File: config.mk
export PLATFORM = sky130hd
export DESIGN_NAME = acr_chip_cfg
export DESIGN_NICKNAME = d
export VERILOG_FILES = /design/src/rtl/acr_chip_cfg.v
export VERILOG_INCLUDE_DIRS = /design/src /design/src/rtl
export SDC_FILE = /design/constraint.sdc
export NUM_CORES = 1
export LEC_CHECK = 0
export BUFFER_PORTS_ARGS = -buffer_cell sky130_fd_sc_hd__buf_2
export CAP_MARGIN = 20
export CORE_MARGIN = 2
export CORE_UTILIZATION = 45
export CTS_BUF_LIST = sky130_fd_sc_hd__clkbuf_16
export DETAILED_ROUTE_END_ITERATION = 16
export PLACE_DENSITY = 0.63
export SLEW_MARGIN = 10
export SYNTH_ARGS = -nofsm -noshare
export SYNTH_HDL_FRONTEND = slang
export SYNTH_SLANG_ARGS = --single-unit
File: constraint.sdc
create_clock -name mclk -period 2.3 [get_ports mclk]
set_input_delay 0.115 -clock mclk [delete_from_list [all_inputs] [get_ports mclk]]
set_output_delay 0.115 -clock mclk [all_outputs]
set_load 0.03 [all_outputs]
File: src/rtl/acr_map.vh
`ifndef ACR_MAP_VH
`define ACR_MAP_VH
// Register offsets
`define ACR_OFS_PORT_CFG 13'h000
`define ACR_OFS_CHIP_IDENTIFIER 13'h001
`define ACR_OFS_GRADE 13'h002
`define ACR_OFS_SEL_HIGH 13'h004
`define ACR_OFS_SEL_LOW 13'h005
`define ACR_OFS_COMMIT 13'h0ff
// Port configuration fields
`define ACR_PC_LSB_A 6
`define ACR_PC_LSB_B 1
`define ACR_PC_RST_A 5
`define ACR_PC_RST_B 2
`define ACR_PC_RST_VAL 8'h18
// Speed grade field
`define ACR_GRADE_HI 5
`define ACR_GRADE_LO 4
`define ACR_GRADE_RST 2'h0
`define ACR_GRADE_40 2'h0
`define ACR_GRADE_65 2'h1
`define ACR_GRADE_80 2'h2
`define ACR_GRADE_125 2'h3
// Index register defaults
`define ACR_SEL_HIGH_RST 4'hf
`define ACR_SEL_LOW_RST 6'h3f
// Identifier, arbitrary neutral value
`define ACR_CHIP_IDENTIFIER_VAL 8'h5a
// Frame layout
`define ACR_HDR_BITS 5'd16
`define ACR_HDR_READ 15
`endif

File: src/rtl/acr_chip_cfg.v
// Operation
// Mirrored port config, bit order, reset, 0x18
// Soft reset restores all other registers
// Reset request bits self-clear after reset
// Read-only fixed chip identifier byte
// Speed grade bits 5:4 select rate
// Host commits grade via update register
// Any update write triggers, reads zero
// Update reloads analog defaults only
// Update acts only after grade write
// High index selects channels H..E
// Low index selects clocks, channels D..A
// Writes go only to selected lanes
// Local writes indexed, chip writes mode-gated
// Device reset loads defaults
// Host writes only documented defaults
// Grade-written flag qualifies update
`include "acr_map.vh"
`default_nettype none
module acr_chip_cfg
(
   input wire mclk,
   input wire rst,
   input wire sclk,
   input wire csb_n,
   input wire sdio_in,
   output wire sdio_out,
   output wire sdio_oe,
   input wire ext_is_local,
   input wire chip_selected,
   output reg [1:0] speed_mode_r,
   output reg commit_pulse_r,
   output reg soft_reset_pulse_r,
   output reg ext_wr_stb_r,
   output reg [12:0] ext_wr_addr_r,
   output reg [7:0] ext_wr_data_r,
   output wire [7:0] ext_chan_mask,
   output wire [1:0] ext_clk_mask,
   output wire lsb_first
);
   // ==========================================================
   // Pin synchronisers
   // ==========================================================
   reg [1:0] sclk_s_r;
   reg [1:0] csb_s_r;
   reg [1:0] sdi_s_r;
   reg sclk_d_r;
   always @(posedge mclk)
   begin
      if (rst)
      begin
         sclk_s_r <= 2'h0;
         csb_s_r <= 2'h3;
         sdi_s_r <= 2'h0;
         sclk_d_r <= 1'b0;
      end
      else
      begin
         sclk_s_r <= {sclk_s_r[0], sclk};
         csb_s_r <= {csb_s_r[0], csb_n};
         sdi_s_r <= {sdi_s_r[0], sdio_in};
         sclk_d_r <= sclk_s_r[1];
      end
   end
   wire sclk_rise = sclk_s_r[1] & ~sclk_d_r;
   wire sclk_fall = ~sclk_s_r[1] & sclk_d_r;
   wire active = ~csb_s_r[1];
   // Edges show two or three cycles late; half periods need four

   // ==========================================================
   // Register state
   // ==========================================================
   reg lsb_r;
   reg [1:0] grade_r;
   reg [3:0] sel_high_r;
   reg [5:0] sel_low_r;
   reg grade_wr_r;
   assign lsb_first = lsb_r;
   assign ext_chan_mask = {sel_high_r, sel_low_r[3:0]};
   assign ext_clk_mask = sel_low_r[5:4];

   // ==========================================================
   // Frame state
   // ==========================================================
   reg [4:0] hdr_cnt_r;
   reg [2:0] bit_cnt_r;
   reg [15:0] shift_r;
   reg is_read_r;
   reg [12:0] addr_r;
   reg dout_r;
   reg oe_r;
   wire in_data = (hdr_cnt_r == `ACR_HDR_BITS);
   wire [15:0] shift_nxt = {shift_r[14:0], sdi_s_r[1]};
   reg [15:0] hdr_nxt;
   reg [7:0] byte_nxt;
   reg [7:0] rd_data;
   integer i;
   always @*
   begin
      hdr_nxt = shift_nxt;
      byte_nxt = shift_nxt[7:0];
      if (lsb_r)
      begin
         for (i = 0; i < 16; i = i + 1)
            hdr_nxt[i] = shift_nxt[15 - i];
         for (i = 0; i < 8; i = i + 1)
            byte_nxt[i] = shift_nxt[7 - i];
      end
   end

   // ==========================================================
   // Read mux
   // ==========================================================
   // Reset request bits are never stored, so they always read cleared
   wire [7:0] pc_rd = `ACR_PC_RST_VAL | ({7'h0, lsb_r} << `ACR_PC_LSB_A) |
      ({7'h0, lsb_r} << `ACR_PC_LSB_B);
   always @*
   begin
      case (addr_r)
         `ACR_OFS_PORT_CFG:
            rd_data = pc_rd;
         `ACR_OFS_CHIP_IDENTIFIER:
            rd_data = `ACR_CHIP_IDENTIFIER_VAL;
         `ACR_OFS_GRADE:
            rd_data = {2'h0, grade_r, 4'h0};
         `ACR_OFS_SEL_HIGH:
            rd_data = {4'h0, sel_high_r};
         `ACR_OFS_SEL_LOW:
            rd_data = {2'h0, sel_low_r};
         default:
            rd_data = 8'h00;
      endcase
   end
   wire [2:0] out_idx = lsb_r ? bit_cnt_r : (3'h7 - bit_cnt_r);
   assign sdio_out = dout_r;
   assign sdio_oe = oe_r;

   // ==========================================================
   // Serial engine and register writes
   // ==========================================================
   wire byte_done = sclk_rise & active & in_data & (bit_cnt_r == 3'h7);
   wire wr_now = byte_done & ~is_read_r;
   wire [12:0] addr_step = lsb_r ? addr_r + 13'h1 : addr_r - 13'h1;

   // ==========================================================
   // Address decode
   // ==========================================================
   wire hit_pc = (addr_r == `ACR_OFS_PORT_CFG);
   wire hit_id = (addr_r == `ACR_OFS_CHIP_IDENTIFIER);
   wire hit_grade = (addr_r == `ACR_OFS_GRADE);
   wire hit_high = (addr_r == `ACR_OFS_SEL_HIGH);
   wire hit_low = (addr_r == `ACR_OFS_SEL_LOW);
   wire hit_commit = (addr_r == `ACR_OFS_COMMIT);
   wire hit_bank = hit_pc | hit_id | hit_grade | hit_high | hit_low |
      hit_commit;
   wire wr_pc = wr_now & hit_pc;
   // Either mirrored copy counts, so the byte works in both bit orders
   wire lsb_req = byte_nxt[`ACR_PC_LSB_A] | byte_nxt[`ACR_PC_LSB_B];
   wire soft_rst = wr_pc &
      (byte_nxt[`ACR_PC_RST_A] | byte_nxt[`ACR_PC_RST_B]);
   wire wr_grade = wr_now & hit_grade;
   wire wr_high = wr_now & hit_high;
   wire wr_low = wr_now & hit_low;
   // Anything outside this bank goes out with the lane masks
   wire wr_ext = wr_now & ~hit_bank;
   // Value of the byte is ignored, only the strobe matters
   wire do_commit = wr_now & hit_commit & grade_wr_r;

   // ==========================================================
   // Frame shift and read drive
   // ==========================================================
   always @(posedge mclk)
   begin
      if (rst)
      begin
         hdr_cnt_r <= 5'h0;
         bit_cnt_r <= 3'h0;
         shift_r <= 16'h0;
         is_read_r <= 1'b0;
         addr_r <= 13'h0;
         dout_r <= 1'b0;
         oe_r <= 1'b0;
      end
      else if (!active)
      begin
         hdr_cnt_r <= 5'h0;
         bit_cnt_r <= 3'h0;
         oe_r <= 1'b0;
      end
      else
      begin
         if (sclk_rise)
         begin
            shift_r <= shift_nxt;
            if (!in_data)
            begin
               hdr_cnt_r <= hdr_cnt_r + 5'h1;
               if (hdr_cnt_r == `ACR_HDR_BITS - 5'h1)
               begin
                  is_read_r <= hdr_nxt[`ACR_HDR_READ];
                  addr_r <= hdr_nxt[12:0];
               end
            end
            else
            begin
               bit_cnt_r <= bit_cnt_r + 3'h1;
               if (bit_cnt_r == 3'h7)
                  addr_r <= addr_step;
            end
         end
         // Drive on falling edge so data is stable at the next rise
         if (sclk_fall && in_data && is_read_r)
         begin
            dout_r <= rd_data[out_idx];
            oe_r <= 1'b1;
         end
      end
   end

   // ==========================================================
   // Port configuration
   // ==========================================================
   // Kept apart: a soft reset must not undo the order just written
   always @(posedge mclk)
   begin
      if (rst)
         lsb_r <= 1'b0;
      else if (wr_pc)
         lsb_r <= lsb_req;
   end

   // ==========================================================
   // Speed grade and commit
   // ==========================================================
   always @(posedge mclk)
   begin
      if (rst)
      begin
         grade_r <= `ACR_GRADE_RST;
         grade_wr_r <= 1'b0;
         speed_mode_r <= `ACR_GRADE_RST;
      end
      else if (soft_rst)
      begin
         grade_r <= `ACR_GRADE_RST;
         grade_wr_r <= 1'b0;
         speed_mode_r <= `ACR_GRADE_RST;
      end
      else
      begin
         if (wr_grade)
            grade_r <= byte_nxt[`ACR_GRADE_HI:`ACR_GRADE_LO];
         // Grade field itself survives the commit
         if (do_commit)
            speed_mode_r <= grade_r;
         if (wr_grade)
            grade_wr_r <= 1'b1;
         else if (do_commit)
            grade_wr_r <= 1'b0;
      end
   end

   // ==========================================================
   // Channel and clock lane index
   // ==========================================================
   always @(posedge mclk)
   begin
      if (rst || soft_rst)
      begin
         sel_high_r <= `ACR_SEL_HIGH_RST;
         sel_low_r <= `ACR_SEL_LOW_RST;
      end
      else
      begin
         if (wr_high)
            sel_high_r <= byte_nxt[3:0];
         if (wr_low)
            sel_low_r <= byte_nxt[5:0];
      end
   end

   // ==========================================================
   // Pulses and outside writes
   // ==========================================================
   always @(posedge mclk)
   begin
      if (rst)
      begin
         commit_pulse_r <= 1'b0;
         soft_reset_pulse_r <= 1'b0;
         ext_wr_stb_r <= 1'b0;
         ext_wr_addr_r <= 13'h0;
         ext_wr_data_r <= 8'h00;
      end
      else
      begin
         commit_pulse_r <= do_commit;
         soft_reset_pulse_r <= soft_rst;
         // Local writes follow the index masks, chip writes the chip mode
         ext_wr_stb_r <= wr_ext & (ext_is_local | chip_selected);
         if (wr_ext)
         begin
            ext_wr_addr_r <= addr_r;
            ext_wr_data_r <= byte_nxt;
         end
      end
   end
endmodule // acr_chip_cfg
`default_nettype wire

# Yosys cells after proc, flatten, opt, wreduce, memory -nomap -nowiden
# Cells that the tools add are included.
[totals]
reg_bits = 86
latch_bits = 0
ram_bits = 0
mem_bits_ro = 0
input_bits = 7
output_inout_bits = 39
elab_cells = 93
mem_count = 0
[classes]
n_addsub = 5
n_mul = 0
div = 0
order_cmp = 1
n_eq_ne = 9
shift = 0
muxes = 12
bitwise = 30
n_reduce_logical = 14
[ops]
columns = ["cell", "n"]
rows = [
  ["$mux W13", 4],
  ["$pmux W7 S5", 1],
  ["$eq A13 B3 Y1 const B", 2],
  ["$mux W16", 1],
  ["$and A1 B1 Y1", 15],
  ["$add A13 B1 Y13 const B", 1],
  ["$eq A13 B1 Y1 const B", 1],
  ["$eq A13 B2 Y1 const B", 1],
  ["$eq A13 B8 Y1 const B", 1],
  ["$logic_not A13 Y1", 1],
  ["$sub A13 B1 Y13 const B", 1],
  ["$mux W8", 1],
  ["$or A1 B1 Y1", 8],
  ["$reduce_and A2 Y1", 4],
  ["$reduce_and A4 Y1", 2],
  ["$or A7 B2 Y7", 1],
  ["$not A1 Y1", 6],
  ["$add A5 B1 Y5 const B", 1],
  ["$eq A5 B4 Y1 const B", 1],
  ["$eq A5 B5 Y1 const B", 1],
  ["$lt A3 B4 Y1 const B", 1],
  ["$reduce_bool A2 Y1", 2],
  ["$reduce_or A2 Y1", 2],
  ["$add A3 B1 Y3 const B", 1],
  ["other kinds (8)", 11],
]

# Longest topological paths before layout
# Gate-level depths: netlist of run 1.
[depth]
word_depth = 10
mapped_depth = 10

# Least setup slack after synthesis of run 1
# Ideal clock, no wire load.
[synth_path]
path_kind = "register -> register"
startpoint = "reg addr_r[0]"
endpoint = "reg ext_wr_addr_r[0]"
setup_time_ps = 128
arrival_ps = 2140
t_required_ps = 2172
setup_slack_ps = 33
stages_incl_launch_ff = 11
path_buffers = 2
period_less_slack_ps = 2267
path_cell_list = "dfxtp_1 > inv_1 > ha_1 > clkbuf_1 > nor2_1 > o21ai_0 > and2_1 > nor3_2 > buf_2 > mux2i_1 > nor2_1"
[synth_via]
elab_chain_len = 8
word_cells_on_any_way = 13
cone_classes = "5 x eq/ne; 7 x bitwise; 1 x reduce/logical"
[synth_lines]
columns = ["item", "line_no", "text"]
rows = [
  ["from (decl)", "acr_chip_cfg.v:89", "reg [12:0] addr_r;"],
  ["from (signal assigned)", "acr_chip_cfg.v:201", "addr_r <= hdr_nxt[12:0];"],
  ["from (signal assigned)", "acr_chip_cfg.v:208", "addr_r <= addr_step;"],
  ["$eq A13 B1 Y1 / $logic_not A13 Y1 (equally long branches)", "--", ""],
  ["$or A1 B1 Y1 (5 in series)", "acr_chip_cfg.v:154", "wire hit_bank = hit_pc | hit_id | hit_grade | hit_high | hit_low |"],
  ["$not A1 Y1", "acr_chip_cfg.v:165", "wire wr_ext = wr_now & ~hit_bank;"],
  ["$and A1 B1 Y1", "acr_chip_cfg.v:165", ""],
  ["to (signal assigned)", "acr_chip_cfg.v:303", "ext_wr_addr_r <= addr_r;"],
  ["to (decl)", "acr_chip_cfg.v:35", "output reg [12:0] ext_wr_addr_r,"],
]
# Parallel ways exist; a longest one is shown, timed or not.
# A chain may end at the register's enable or synchronous reset.

# Worst setup path after layout of run 1
[layout_path]
startpoint = "reg hdr_cnt_r[1]"
endpoint = "reg ext_wr_data_r[1]"
[layout_via]
elab_chain_len = 5
[layout_lines]
columns = ["item", "line_no", "text"]
rows = [
  ["from (decl)", "acr_chip_cfg.v:85", "reg [4:0] hdr_cnt_r;"],
  ["from (signal assigned)", "acr_chip_cfg.v:197", "hdr_cnt_r <= hdr_cnt_r + 5'h1;"],
  ["$eq A5 B5 Y1 (no line)", "--", ""],
  ["$and A1 B1 Y1 (2 in series)", "acr_chip_cfg.v:141", "wire byte_done = sclk_rise & active & in_data & (bit_cnt_r == 3'h7);"],
  ["$and A1 B1 Y1", "acr_chip_cfg.v:142", "wire wr_now = byte_done & ~is_read_r;"],
  ["$and A1 B1 Y1", "acr_chip_cfg.v:165", ""],
  ["to (signal assigned)", "acr_chip_cfg.v:304", "ext_wr_data_r <= byte_nxt;"],
  ["to (decl)", "acr_chip_cfg.v:36", "output reg [7:0] ext_wr_data_r,"],
]
# No other way between the ends.

==> results of run 1 <==
## critical path, delay by kind of cell, from the launching register on
kind	cells	cell delay (ns)
adder cells (fa/ha/maj)	1	0.16
buffers and inverters	2	0.31
flip-flops	1	0.32
multiplexers	1	0.18
AND/OR/NAND/NOR	4	1.05
## area by class of cell
cell class / instances / area share [%]
timing repair buffer: 83 / 10.6
tap: 129 / 3.05
sequential: 86 / 32.5
multi-input combinational: 416 / 47.3
clock inverter: 7 / 1.56
inverter: 10 / 0.708
clock buffer: 9 / 4.25
## power by group through the flow
stage          clock network (mW)  registers (mW)  logic (mW)
6_report                     1.52            1.50      0.0566
5_1_grt                      1.60            1.50      0.0628
4_1_cts                      1.53            1.50      0.0568
3_5_place_dp                    0            1.53      0.0530
3_3_place_gp                    0            1.53      0.0519
2_1_floorplan                   0            1.53      0.0350
## path summary, 6_finish.rpt
kind                               startpoint  slack, ns                to
worst min register to register     csb_s_r[0]       0.41        csb_s_r[1]
worst max register to register   hdr_cnt_r[1]       0.12  ext_wr_data_r[1]
worst max-delay path             hdr_cnt_r[1]       0.12  ext_wr_data_r[1]
worst min-delay path            chip_selected       0.04      ext_wr_stb_r
## cells in the mapped netlist, types with 2 or more instances
cell and count:
sky130_fd_sc_hd__a211oi_1 7, sky130_fd_sc_hd__a21bo_2 3, sky130_fd_sc_hd__a21oi_1 45, sky130_fd_sc_hd__a22oi_1 3
sky130_fd_sc_hd__a31o_2 2, sky130_fd_sc_hd__a31oi_1 5, sky130_fd_sc_hd__and2_1 3, sky130_fd_sc_hd__and3_1 2
sky130_fd_sc_hd__and4_1 2, sky130_fd_sc_hd__and4b_1 2, sky130_fd_sc_hd__buf_1 2, sky130_fd_sc_hd__buf_2 3
sky130_fd_sc_hd__clkbuf_1 30, sky130_fd_sc_hd__dfxtp_1 86, sky130_fd_sc_hd__ha_1 10, sky130_fd_sc_hd__inv_1 10
sky130_fd_sc_hd__mux2_2 2, sky130_fd_sc_hd__mux2i_1 36, sky130_fd_sc_hd__nand2_1 97, sky130_fd_sc_hd__nand2b_1 14
sky130_fd_sc_hd__nand3_1 14, sky130_fd_sc_hd__nand3b_1 3, sky130_fd_sc_hd__nand4_1 6, sky130_fd_sc_hd__nor2_1 56
sky130_fd_sc_hd__nor2b_1 8, sky130_fd_sc_hd__nor3_1 15, sky130_fd_sc_hd__nor3b_1 2, sky130_fd_sc_hd__nor4_1 5
sky130_fd_sc_hd__nor4bb_1 2, sky130_fd_sc_hd__o21ai_0 22, sky130_fd_sc_hd__o21ai_1 2, sky130_fd_sc_hd__o22ai_1 3
sky130_fd_sc_hd__o2bb2ai_1 2, sky130_fd_sc_hd__or2_2 8, sky130_fd_sc_hd__or3_1 3, sky130_fd_sc_hd__or4_1 4
sky130_fd_sc_hd__xnor2_1 2, sky130_fd_sc_hd__xor2_1 4
## through the flow
| stage | setup WS [ns] | cell area, sq um |
|---|---|---|
| 3_3_place_gp | 0.153 | 4910 |
| 2_1_floorplan | 0.0328 | 4370 |
| 4_1_cts | 0.0695 | 5250 |
| 5_1_grt | 0.00470 | 5300 |
| 6_report | 0.117 | 5300 |
| 3_5_place_dp | 0.0852 | 4910 |
## flip-flops by register name, indices dropped and copies added, names as in the netlist
| register | cells |
|---|---|
| addr_r | 13 |
| bit_cnt_r | 3 |
| commit_pulse_r | 1 |
| csb_s_r | 2 |
| ext_wr_addr_r | 13 |
| ext_wr_data_r | 8 |
| ext_wr_stb_r | 1 |
| grade_r | 2 |
| grade_wr_r | 1 |
| hdr_cnt_r | 5 |
| is_read_r | 1 |
| lsb_first | 1 |
| sclk_d_r | 1 |
| sclk_s_r | 2 |
| sdi_s_r | 2 |
| sdio_oe | 1 |
| sdio_out | 1 |
| sel_high_r | 4 |
| sel_low_r | 6 |
| shift_r | 15 |
| soft_reset_pulse_r | 1 |
| speed_mode_r | 2 |
## cell usage in the layout, fill, tap and decap left out, types with 4 or more instances in the layout
cell type / Yosys / final
sky130_fd_sc_hd__a211oi_1: 7 / 7
sky130_fd_sc_hd__a21oi_1: 45 / 45
sky130_fd_sc_hd__a31oi_1: 5 / 5
sky130_fd_sc_hd__buf_2: 3 / 45
sky130_fd_sc_hd__buf_4: 0 / 32
sky130_fd_sc_hd__clkbuf_16: 0 / 10
sky130_fd_sc_hd__dfxtp_1: 86 / 85
sky130_fd_sc_hd__ha_1: 10 / 8
sky130_fd_sc_hd__inv_1: 10 / 13
sky130_fd_sc_hd__mux2i_1: 36 / 36
sky130_fd_sc_hd__nand2_1: 97 / 97
sky130_fd_sc_hd__nand2b_1: 14 / 14
sky130_fd_sc_hd__nand3_1: 14 / 14
sky130_fd_sc_hd__nand4_1: 6 / 6
sky130_fd_sc_hd__nor2_1: 56 / 55
sky130_fd_sc_hd__nor2b_1: 8 / 8
sky130_fd_sc_hd__nor3_1: 15 / 14
sky130_fd_sc_hd__nor4_1: 5 / 5
sky130_fd_sc_hd__o21ai_0: 22 / 22
sky130_fd_sc_hd__or2_2: 8 / 8
sky130_fd_sc_hd__xor2_1: 4 / 4
## logic make-up (layout without fill, tap and decap cells)
kind of cell	count (synthesis)	count (layout)
AND/OR/NAND/NOR	253	253
AO/OA/AOI/OAI	109	109
flip-flops	86	86
buffers and inverters	46	109
multiplexers	38	38
adder cells (fa/ha/maj)	10	10
XOR/XNOR	6	6
## layer usage
layer	vias up	routed length (um)
met2	117	5540
met3	11	608
met5	-	0
li1	2025	-
met1	1930	5260
met4	0	133
## timing repair
item                                    in CTS  in global routing
endpoints found under the setup margin       0                 28
hold buffers                                 3                  0
resized for setup                            0                  6
setup buffers                                0                  0
endpoints found under the hold margin        3                  0
==> run summary, run 1 <==
CELLS AND AREA
--------------------------------------------------------------------------------
Area of all sequential standard cells                                 1720 sq um
FILL cells                                                                   875
Layout-stage area growth over the synthesis result                         21.2%
Area occupied by multi-input gates                                    2510 sq um
Final nets                                                                   623
Fraction of layout instances using a drive strength above 1                19.6%
Core occupancy in the finished layout                                      56.8%
Final standard cell count with taps included and fillers excluded            740
Count of inserted antenna diode cells                                          0

GRT
--------------------------------------------------------------------------------
GR Layer Usage met1                                                        30.5%
Global-route track usage on met2                                           37.0%
Vias in the first global route                                              3692
Initial antenna violation count                                                0
Top Usage Layer GRT                                                         met2
First-pass GRT wire length                                               18.5 mm
Global-route congestion overflow total                                         0
Met3 layer usage reported by global route                                  4.47%
Pin count of the biggest net entering global routing                          65
Total global routing track utilization                                     22.6%

SETUP PATH
--------------------------------------------------------------------------------
Data arrival time of the critical path                                   2.38 ns
Worst endpoint required time                                             2.49 ns
Nature of the critical path endpoint                                   flip-flop
Critical path startpoint category                                      flip-flop
CP Max Fanout                                                                 11
CP max stage cell                                                   sky130_fd_sc_hd__or4_4
Worst-path cell chain                                               inv_1 -> ha_1 -> nand4bb_1 -> or4_4 -> nor3_4 -> clkbuf_16 -> mux2i_1 -> nor2_1
Setup Crit Path Kind                                                     reg2reg
CP max stage delay                                                       0.57 ns
R2R depth                                                                      8

CLOCK TREE
--------------------------------------------------------------------------------
Number of buffers on the longest clock path                                    2
Cell at the root of the clock tree                                  sky130_fd_sc_hd__clkbuf_16
H-tree lvl count                                                               3
Total clock buffers created by CTS                                             9
Reg clk slew, reported paths                                             0.06 ns
Clock tree from TritonCTS                                                    yes
Sinks on the clock net                                                        86
Insertion delay to the later sink of the worst-skew pair                 0.34 ns

STA
--------------------------------------------------------------------------------
Unrepaired setup endpoints after global routing                            false
Setup Total Neg Slack                                                       0 ns
Setup skew after layout                                               0.00808 ns
Post-route clock period utilization                                        94.9%
Minimum hold slack                                                     0.0406 ns
Max-slew violations                                                            0
Max Freq                                                                 458 MHz
Total of endpoints with negative setup slack in the final report               0
Final critical-path required period                                      2.18 ns
Worst-Margin Slew                                                       0.693 ns
Number of hold-slack violations in the final timing report                     0
Headroom to the max-slew limit                                             53.3%

PLACED DESIGN
--------------------------------------------------------------------------------
GP Congestion                                                              0.923
Sum of net half-perimeters after detailed placement                      8.17 mm
Count of buffers from port buffering                                          45
Placed instance count                                                        720

DRT
--------------------------------------------------------------------------------
DRT iter0 DRCs                                                               187
Via count of the routed design                                              4083
First-pass DRT Iterations                                                      5
Drt total wl                                                             11.5 mm
Via-per-instance ratio                                                      5.52
Residual DRC count                                                             0
Routed WL per cell                                                       15.6 um
Post-DRT Antenna Nets                                                          0

LOGIC SYNTHESIS
--------------------------------------------------------------------------------
Primary flip-flop cell chosen by synthesis mapping                  sky130_fd_sc_hd__dfxtp_1
Area fraction in and, or, nand and nor cells after synthesis               28.0%
Adder-cell share of the synthesized area                                   2.86%
Fraction of synthesized cell area taken by the top area cell type          39.4%
Combinational family with the most area after synthesis             simple AND/OR/NAND/NOR gates
Fraction of registers with async set or reset after synthesis                 0%
Portion of netlist area occupied by mux cells                              8.76%
Syn Nets                                                                     565
Number of enable flip-flop cells after synthesis                               0
Average footprint of a synthesized cell                               7.98 sq um
Total of warnings raised by yosys                                              0
Synth Area in Compound Gates                                               15.6%
Synth Cell Area                                                       4370 sq um
Area share of xor/xnor cells in the synthesized design                     1.20%
Synthesized instance count                                                   548
Post-synth cell types                                                         61
Flip-flop and latch count after synthesis                                     86
Post-synth top area cell                                            sky130_fd_sc_hd__dfxtp_1
Proportion of synthesized chip area in sequential cells                    39.4%
Cells taking the most area after synthesis                          sky130_fd_sc_hd__dfxtp_1 (39%), sky130_fd_sc_hd__nand2_1 (8.3%), sky130_fd_sc_hd__mux2i_1 (8.2%)

FLOORPLAN
--------------------------------------------------------------------------------
Placeable core area                                                   9330 sq um
Die boundary height                                                       103 um
Starting utilization of the core area                                      46.9%
Overall die area                                                     10500 sq um
Row count                                                                     35
Horizontal die dimension                                                  103 um
Number of ports placed on the die boundary                                    46

POWER
--------------------------------------------------------------------------------
VDD IR-drop max                                                         0.344 mV
Clock power share                                                          49.4%
Pwr per Cell Area                                                    580 nW/um^2
Leak                                                                     2.08 nW
Share of power burned in registers                                         48.8%
Pint                                                                     2.45 mW
Switching Fraction                                                         20.2%
Combinational Power Share                                                   1.8%
Design Power                                                             3.07 mW
Switching power summed over all nets                                    0.621 mW

WORST HOLD PATH
--------------------------------------------------------------------------------
Hold Path Stages                                                               3
Worst hold path class                                                     in2reg

FLOW RUN
--------------------------------------------------------------------------------
Maxcap violations                                                              0

RUN STATUS
--------------------------------------------------------------------------------
Run status                                                             completed

Power figures use the tool's default switching activity.
==> run 2: changes to the inputs <==
- ABC_AREA: unset -> 1
==> run 2 against run 1 <==
- clock power decreased by 12%
- final cell count increased by 3.5%
- via count decreased by 4.8%
- power down 4.8%
- flip-flop and latch count unchanged
- count of clock-buffer cells in the layout did not move
- area after synthesis hardly changed
- worst setup slack better by 0.11 ns
- critical path type unchanged
==> run summary, run 2 <==
STA
--------------------------------------------------------------------------------
Setup skew after layout                                                0.0116 ns
Headroom to the max-slew limit                                             56.7%
Final critical-path required period                                      2.07 ns
Number of hold-slack violations in the final timing report                     0
Total of endpoints with negative setup slack in the final report               0
Unrepaired setup endpoints after global routing                            false
Setup Total Neg Slack                                                       0 ns
Post-route clock period utilization                                        90.1%
Worst-Margin Slew                                                       0.648 ns
Max-slew violations                                                            0
Max Freq                                                                 483 MHz

LOGIC SYNTHESIS
--------------------------------------------------------------------------------
Fraction of synthesized cell area taken by the top area cell type          39.4%
Most frequent cell after synthesis                                  sky130_fd_sc_hd__nand2_1
Proportion of synthesized chip area in sequential cells                    39.4%
Leading post-synthesis cells by instance count                      sky130_fd_sc_hd__nand2_1 (100), sky130_fd_sc_hd__dfxtp_1 (86), sky130_fd_sc_hd__a21oi_1 (77), sky130_fd_sc_hd__inv_1 (69), sky130_fd_sc_hd__o21ai_0 (57)
Synth Cell Area                                                       4370 sq um
Total of warnings raised by yosys                                              0
Syn Nets                                                                     613
Number of enable flip-flop cells after synthesis                               0
Cells taking the most area after synthesis                          sky130_fd_sc_hd__dfxtp_1 (39%), sky130_fd_sc_hd__a21oi_1 (8.8%), sky130_fd_sc_hd__nand2_1 (8.6%)
Primary flip-flop cell chosen by synthesis mapping                  sky130_fd_sc_hd__dfxtp_1
Post-synth top area cell                                            sky130_fd_sc_hd__dfxtp_1
Fraction of registers with async set or reset after synthesis                 0%
Flip-flop and latch count after synthesis                                     86
Post-synth cell types                                                         40
Average footprint of a synthesized cell                               7.33 sq um
Synthesized instance count                                                   596

CELLS AND AREA
--------------------------------------------------------------------------------
Number of flip-flops under the largest register name                          15
Area occupied by multi-input gates                                    2150 sq um
Final nets                                                                   649
FILL cells                                                                   930
Leading cell types in the layout, fill and taps excluded            sky130_fd_sc_hd__nand2_1 (100), sky130_fd_sc_hd__dfxtp_1 (86), sky130_fd_sc_hd__a21oi_1 (77), sky130_fd_sc_hd__inv_1 (70), sky130_fd_sc_hd__o21ai_0 (57)
Area of all sequential standard cells                                 1720 sq um
Fraction of layout instances using a drive strength above 1                16.8%
Count of inserted antenna diode cells                                          0
Largest registers in the final layout                               shift_r x15, addr_r x13, ext_wr_addr_r x13
Layout-stage area growth over the synthesis result                         13.1%
Most common cell after layout, fill and taps aside                  sky130_fd_sc_hd__nand2_1
Register with the most flip-flops                                        shift_r

FLOORPLAN
--------------------------------------------------------------------------------
Row count                                                                     35
Die boundary height                                                       103 um
Starting utilization of the core area                                      46.8%
Horizontal die dimension                                                  103 um
Number of ports placed on the die boundary                                    46
Overall die area                                                     10500 sq um
Placeable core area                                                   9330 sq um

GRT
--------------------------------------------------------------------------------
Pin count of the biggest net entering global routing                          39
Vias in the first global route                                              3626
Initial antenna violation count                                                0
Global-route congestion overflow total                                         0
First-pass GRT wire length                                               17.5 mm
Total global routing track utilization                                     21.0%

SETUP PATH
--------------------------------------------------------------------------------
Critical path startpoint category                                      flip-flop
CP max stage delay                                                       0.47 ns
CP max stage cell                                                   sky130_fd_sc_hd__dfxtp_1
Worst-path cell chain                                               inv_1 -> ha_1 -> nand3_1 -> nor2_4 -> nand2_2 -> nand3_2 -> nor2_4 -> nand3_4 -> buf_12 -> o21ai_1 -> a21oi_1
CP most frequent cell                                               sky130_fd_sc_hd__nor2_4
CP delay by family, top                                             simple AND/OR/NAND/NOR gates
Setup Crit Path Kind                                                     reg2reg
Data arrival time of the critical path                                   2.29 ns
Number of buffers and inverters on the critical path                           2
CP Max Fanout                                                                 38
Nature of the critical path endpoint                                   flip-flop
Worst endpoint required time                                             2.52 ns

POWER
--------------------------------------------------------------------------------
Design Power                                                             2.92 mW
Pwr per Cell Area                                                    592 nW/um^2
VDD IR-drop max                                                         0.407 mV
Leak                                                                     2.05 nW

CLOCK TREE
--------------------------------------------------------------------------------
Resized Gates After CTS                                                        0
Number of buffers on the longest clock path                                    2
Sinks on the clock net                                                        86
Total clock buffers created by CTS                                             9
Clock tree from TritonCTS                                                    yes
Cell at the root of the clock tree                                  sky130_fd_sc_hd__clkbuf_16
Insertion delay to the later sink of the worst-skew pair                 0.34 ns
Reg clk slew, reported paths                                             0.07 ns
H-tree lvl count                                                               3

DRT
--------------------------------------------------------------------------------
Drt total wl                                                             10.2 mm
First-pass DRT Iterations                                                      5
DRT iter0 DRCs                                                               273
Post-DRT Antenna Nets                                                          0
Via-per-instance ratio                                                      5.07
Via count of the routed design                                              3887
Routed WL per cell                                                       13.4 um
Residual DRC count                                                             0

PLACED DESIGN
--------------------------------------------------------------------------------
GP Congestion                                                              0.841
Sum of net half-perimeters after detailed placement                      7.53 mm
Count of buffers from port buffering                                          45

WORST HOLD PATH
--------------------------------------------------------------------------------
Worst hold path class                                                     in2reg

RUN STATUS
--------------------------------------------------------------------------------
Run status                                                             completed

FLOW RUN
--------------------------------------------------------------------------------
Maxcap violations                                                              0

run 2: cell count changes after synthesis, moves of 7 or more:
cell and delta:
sky130_fd_sc_hd__inv_1 +59, sky130_fd_sc_hd__mux2i_1 -36, sky130_fd_sc_hd__o21ai_0 +35, sky130_fd_sc_hd__a21oi_1 +32, sky130_fd_sc_hd__nor2_1 -26, sky130_fd_sc_hd__nand3_1 +20, sky130_fd_sc_hd__o21ai_1 +19, sky130_fd_sc_hd__clkbuf_1 -18
sky130_fd_sc_hd__nand2b_1 -14, sky130_fd_sc_hd__nor3_1 -11, sky130_fd_sc_hd__o211ai_1 +9, sky130_fd_sc_hd__nor2b_1 -8, sky130_fd_sc_hd__a211oi_1 -7, sky130_fd_sc_hd__nor2_2 +7
run 2: power breakdown:
part	internal, mW	switching (mW)	total (mW)	leakage, nW
Combinational	0.0281	0.0506	0.0787	1.22
Clock	0.735	0.608	1.34	0.134
Sequential	1.50	0.00487	1.50	0.694
run 2: metrics by stage:
stage | area, sq um | util, % | std cells | hold WS, ns | setup WS, ns
3_3_place_gp | 4640 | 49.7 | 747 | 0.300 | 0.293
6_report | 4940 | 53.0 | 766 | 0.0448 | 0.228
2_1_floorplan | 4370 | - | 596 | 0.219 | 0.609
4_1_cts | 4940 | 53.0 | 766 | 0.0436 | 0.249
5_1_grt | 4940 | 53.0 | 766 | 0.104 | 0.0591
3_5_place_dp | 4640 | 49.7 | 747 | 0.312 | 0.260
run 2: worst min-delay path: stages:
cell and delay [ns]:
sky130_fd_sc_hd__buf_2 0.07, sky130_fd_sc_hd__o21ai_0 0.06, sky130_fd_sc_hd__nor2_1 0.10
run 2: area by class of cell:
type / count / share of cell area (%)
Sequential cell: 86 / 34.8
Clock inverter: 7 / 1.01
Timing Repair Buffer: 57 / 7.04
Inverter: 76 / 5.80
Tap cell: 129 / 3.27
Clock buffer: 9 / 4.56
Multi-Input combinational cell: 402 / 43.5
run 2: cells by family after synthesis:
family                     after synthesis  synth area share, %
xor gates and xnor gates                 7                 1.40
AOI/OAI and AO/OA                      177                 21.6
DFF                                     86                 39.4
adders and majority gates               10                 2.86
buffers and inverters                  108                 11.4
and+or+nand+nor                        208                 23.4
run 2: final timing paths:
path              cells after the start         start          endpoint  slack [ns]
setup / recovery                     11     addr_r[0]  ext_wr_addr_r[1]        0.23
hold / removal                        3  ext_is_local      ext_wr_stb_r        0.04
setup reg to reg                     11     addr_r[0]  ext_wr_addr_r[1]        0.23
hold reg to reg                       2   sclk_s_r[0]       sclk_s_r[1]        0.40
run 2: per-layer routing:
| layer | share of wire (%) | up-vias | GRT usage, % |
|---|---|---|---|
| li1 | - | 2050 | - |
| met1 | 49 | 1706 | 29.7 |
| met2 | 43 | 113 | 32.0 |
| met3 | 5.7 | 18 | 3.39 |
| met4 | 2.2 | 0 | 8.41 |
| met5 | 0 | - | 0 |
run 2: repair_timing:
| action | in CTS | in global routing |
|---|---|---|
| hold endpoints to repair | 3 | 0 |
| hold buffers | 3 | 0 |
| buffers inserted | 0 | 0 |
==> run 3: changes to the inputs <==
- MAX_ROUTING_LAYER: unset -> met4
==> run 3 against run 2 <==
- power rose by 11%
- register-to-register slack better by 0.02 ns
- maximum frequency grew 0.93%
- clock power up 25%
- final cell count unchanged
- worst setup slack gained 0.019 ns
- sequential power about the same
- via count increased by 3.4%
- global-route usage rose by 0.95 points
- largest power group is now the clock network
- highest routed layer unchanged
==> run summary, run 3 (synthesis gave the netlist of run 2 again) <==
GRT
-------------------------------------------------------------------------------
Vias in the first global route                                             3687
Global-route congestion overflow total                                        0
Total global routing track utilization                                    22.0%
Initial antenna violation count                                               0
First-pass GRT wire length                                              17.7 mm
Pin count of the biggest net entering global routing                         39

DRT
-------------------------------------------------------------------------------
Drt total wl                                                            10.8 mm
DRT iter0 DRCs                                                              203
Routed WL per cell                                                      14.1 um
Via-per-instance ratio                                                     5.25
Residual DRC count                                                            0
Post-DRT Antenna Nets                                                         0
First-pass DRT Iterations                                                     5
Via count of the routed design                                             4020

CELLS AND AREA
-------------------------------------------------------------------------------
Fraction of layout instances using a drive strength above 1               16.6%
Number of flip-flops under the largest register name                         15
Count of inserted antenna diode cells                                         0
Register with the most flip-flops                                       shift_r
Final nets                                                                  649
Fin area                                                             5010 sq um
Most common cell after layout, fill and taps aside                 sky130_fd_sc_hd__nand2_1
FILL cells                                                                  919
Leading cell types in the layout, fill and taps excluded           sky130_fd_sc_hd__nand2_1 (100), sky130_fd_sc_hd__dfxtp_1 (86), sky130_fd_sc_hd__a21oi_1 (77), sky130_fd_sc_hd__inv_1 (70), sky130_fd_sc_hd__o21ai_0 (57)
Layout-stage area growth over the synthesis result                        14.6%
Largest registers in the final layout                              shift_r x15, addr_r x13, ext_wr_addr_r x13

CLOCK TREE
-------------------------------------------------------------------------------
Clock tree from TritonCTS                                                   yes
Insertion delay to the later sink of the worst-skew pair                0.34 ns
Resized Gates After CTS                                                       0
Post-CTS setup buffer count                                                   0
Reg clk slew, reported paths                                            0.06 ns
Number of buffers on the longest clock path                                   2
H-tree lvl count                                                              3
Sinks on the clock net                                                       86
Total clock buffers created by CTS                                            9
Cell at the root of the clock tree                                 sky130_fd_sc_hd__clkbuf_16

SETUP PATH
-------------------------------------------------------------------------------
CP Max Fanout                                                                38
Worst R2R Start                                                       addr_r[1]
Setup slack of the most critical reg-to-reg path                        0.25 ns
Nature of the critical path endpoint                                  flip-flop
Critical path startpoint category                                     flip-flop
Data arrival time of the critical path                                  2.28 ns
Worst R2R End                                                      ext_wr_addr_r[6]
Setup Crit Path Kind                                                    reg2reg
Worst endpoint required time                                            2.52 ns
R2R depth                                                                    11

FLOW RUN
-------------------------------------------------------------------------------
Maxcap violations                                                             0

FLOORPLAN
-------------------------------------------------------------------------------
Row count                                                                    35
Placeable core area                                                  9330 sq um
Overall die area                                                    10500 sq um
Die boundary height                                                      103 um
Number of ports placed on the die boundary                                   46
Starting utilization of the core area                                     46.8%
Horizontal die dimension                                                 103 um

STA
-------------------------------------------------------------------------------
Max Freq                                                                487 MHz
Number of hold-slack violations in the final timing report                    0
Post-route clock period utilization                                       89.3%
Minimum hold slack                                                    0.0543 ns
Setup skew after layout                                              0.00485 ns
Headroom to the max-slew limit                                            57.3%
Total of endpoints with negative setup slack in the final report              0
Max-slew violations                                                           0
Unrepaired setup endpoints after global routing                           false
Worst path setup slack after routing                                   0.247 ns
Worst-Margin Slew                                                      0.639 ns
Setup Total Neg Slack                                                      0 ns
Final critical-path required period                                     2.05 ns

POWER
-------------------------------------------------------------------------------
Pwr per Cell Area                                                   649 nW/um^2
Leak                                                                    2.08 nW
VDD IR-drop max                                                        0.330 mV

PLACED DESIGN
-------------------------------------------------------------------------------
GP Congestion                                                             0.860
Sum of net half-perimeters after detailed placement                     7.61 mm
Area after DPL                                                       4640 sq um
Post-placement setup slack                                             0.246 ns
Count of buffers from port buffering                                         45

WORST HOLD PATH
-------------------------------------------------------------------------------
Worst hold path class                                                    in2reg
Worst Min Path Start                                               ext_is_local
Hold Path Stages                                                              3
Hold Crit Endpoint                                                 ext_wr_stb_r

RUN STATUS
-------------------------------------------------------------------------------
Run status                                                            completed

-- run 3: changes by cell type in the layout (fill, tap and decap cells not counted) --
cell | previous run | this run
sky130_fd_sc_hd__clkinv_2 | 2 | 1
sky130_fd_sc_hd__clkinv_1 | 1 | 2
sky130_fd_sc_hd__inv_6 | 2 | 0
sky130_fd_sc_hd__bufinv_16 | 0 | 3
sky130_fd_sc_hd__clkinvlp_4 | 2 | 1
-- run 3: layout make-up --
type                    count  area [sq um]  area share (%)
multi-input cells         402          2150            42.9
inverters                  76           287            5.72
well taps                 129           161            3.22
flip-flops and latches     86          1720            34.4
clock buffers               9           225            4.50
repair buffers             57           348            6.95
clock inverters             7           114            2.27
-- run 3: worst max-delay path by stage --
stage	startpoint	to	slack (ns)	cells after the start
final	addr_r[1]	ext_wr_addr_r[6]	0.25	11
after global routing	hdr_cnt_r[0]	speed_mode_r[1]	0.02	11
after CTS	addr_r[1]	ext_wr_addr_r[3]	0.24	11
after detailed placement	addr_r[1]	ext_wr_addr_r[3]	0.25	11
after global placement	addr_r[1]	ext_wr_addr_r[1]	0.29	11
after floorplan	addr_r[1]	ext_wr_addr_r[3]	0.61	11
-- run 3: metal layers --
layer  up-vias  global-route usage, %  share of wire (%)  wire [um]
met5         -                      -                  0          0
met3        22                   3.12                4.4        470
met1      1844                   29.6                 49       5290
met4         0                   6.97                1.9        206
li1       2045                      -                  -          -
met2       109                   34.1                 45       4810
-- run 3: power breakdown --
group / switching, mW / leakage (nW) / total, mW / internal, mW
Clock: 0.612 / 0.164 / 1.67 / 1.06
Combinational: 0.0514 / 1.22 / 0.0795 / 0.0281
Sequential: 0.00504 / 0.694 / 1.50 / 1.50
-- run 3: through the flow --
step                      total power, mW  cells  utilization, %
after detailed placement             1.61    747            49.7
after CTS                            3.27    766            53.7
after global placement               1.61    747            49.7
final                                3.25    766            53.7
after global routing                 3.35    766            53.7
after floorplan                      1.59    596               -
-- run 3: critical path: stages (launching register included) --
cell	delay, ns
sky130_fd_sc_hd__dfxtp_1	0.43
sky130_fd_sc_hd__inv_1	0.16
sky130_fd_sc_hd__ha_1	0.22
sky130_fd_sc_hd__nand3_1	0.18
sky130_fd_sc_hd__nor2_8	0.09
sky130_fd_sc_hd__nand2_1	0.09
sky130_fd_sc_hd__nand3_2	0.11
sky130_fd_sc_hd__nor2_4	0.13
sky130_fd_sc_hd__nand3_4	0.12
sky130_fd_sc_hd__buf_12	0.20
sky130_fd_sc_hd__o21ai_1	0.15
sky130_fd_sc_hd__a21oi_1	0.06
-- run 3: what timing repair did --
action / CTS / global route
hold buffers: 3 / 0
endpoints found under the hold margin: 3 / 0
endpoints found under the setup margin: 0 / 0
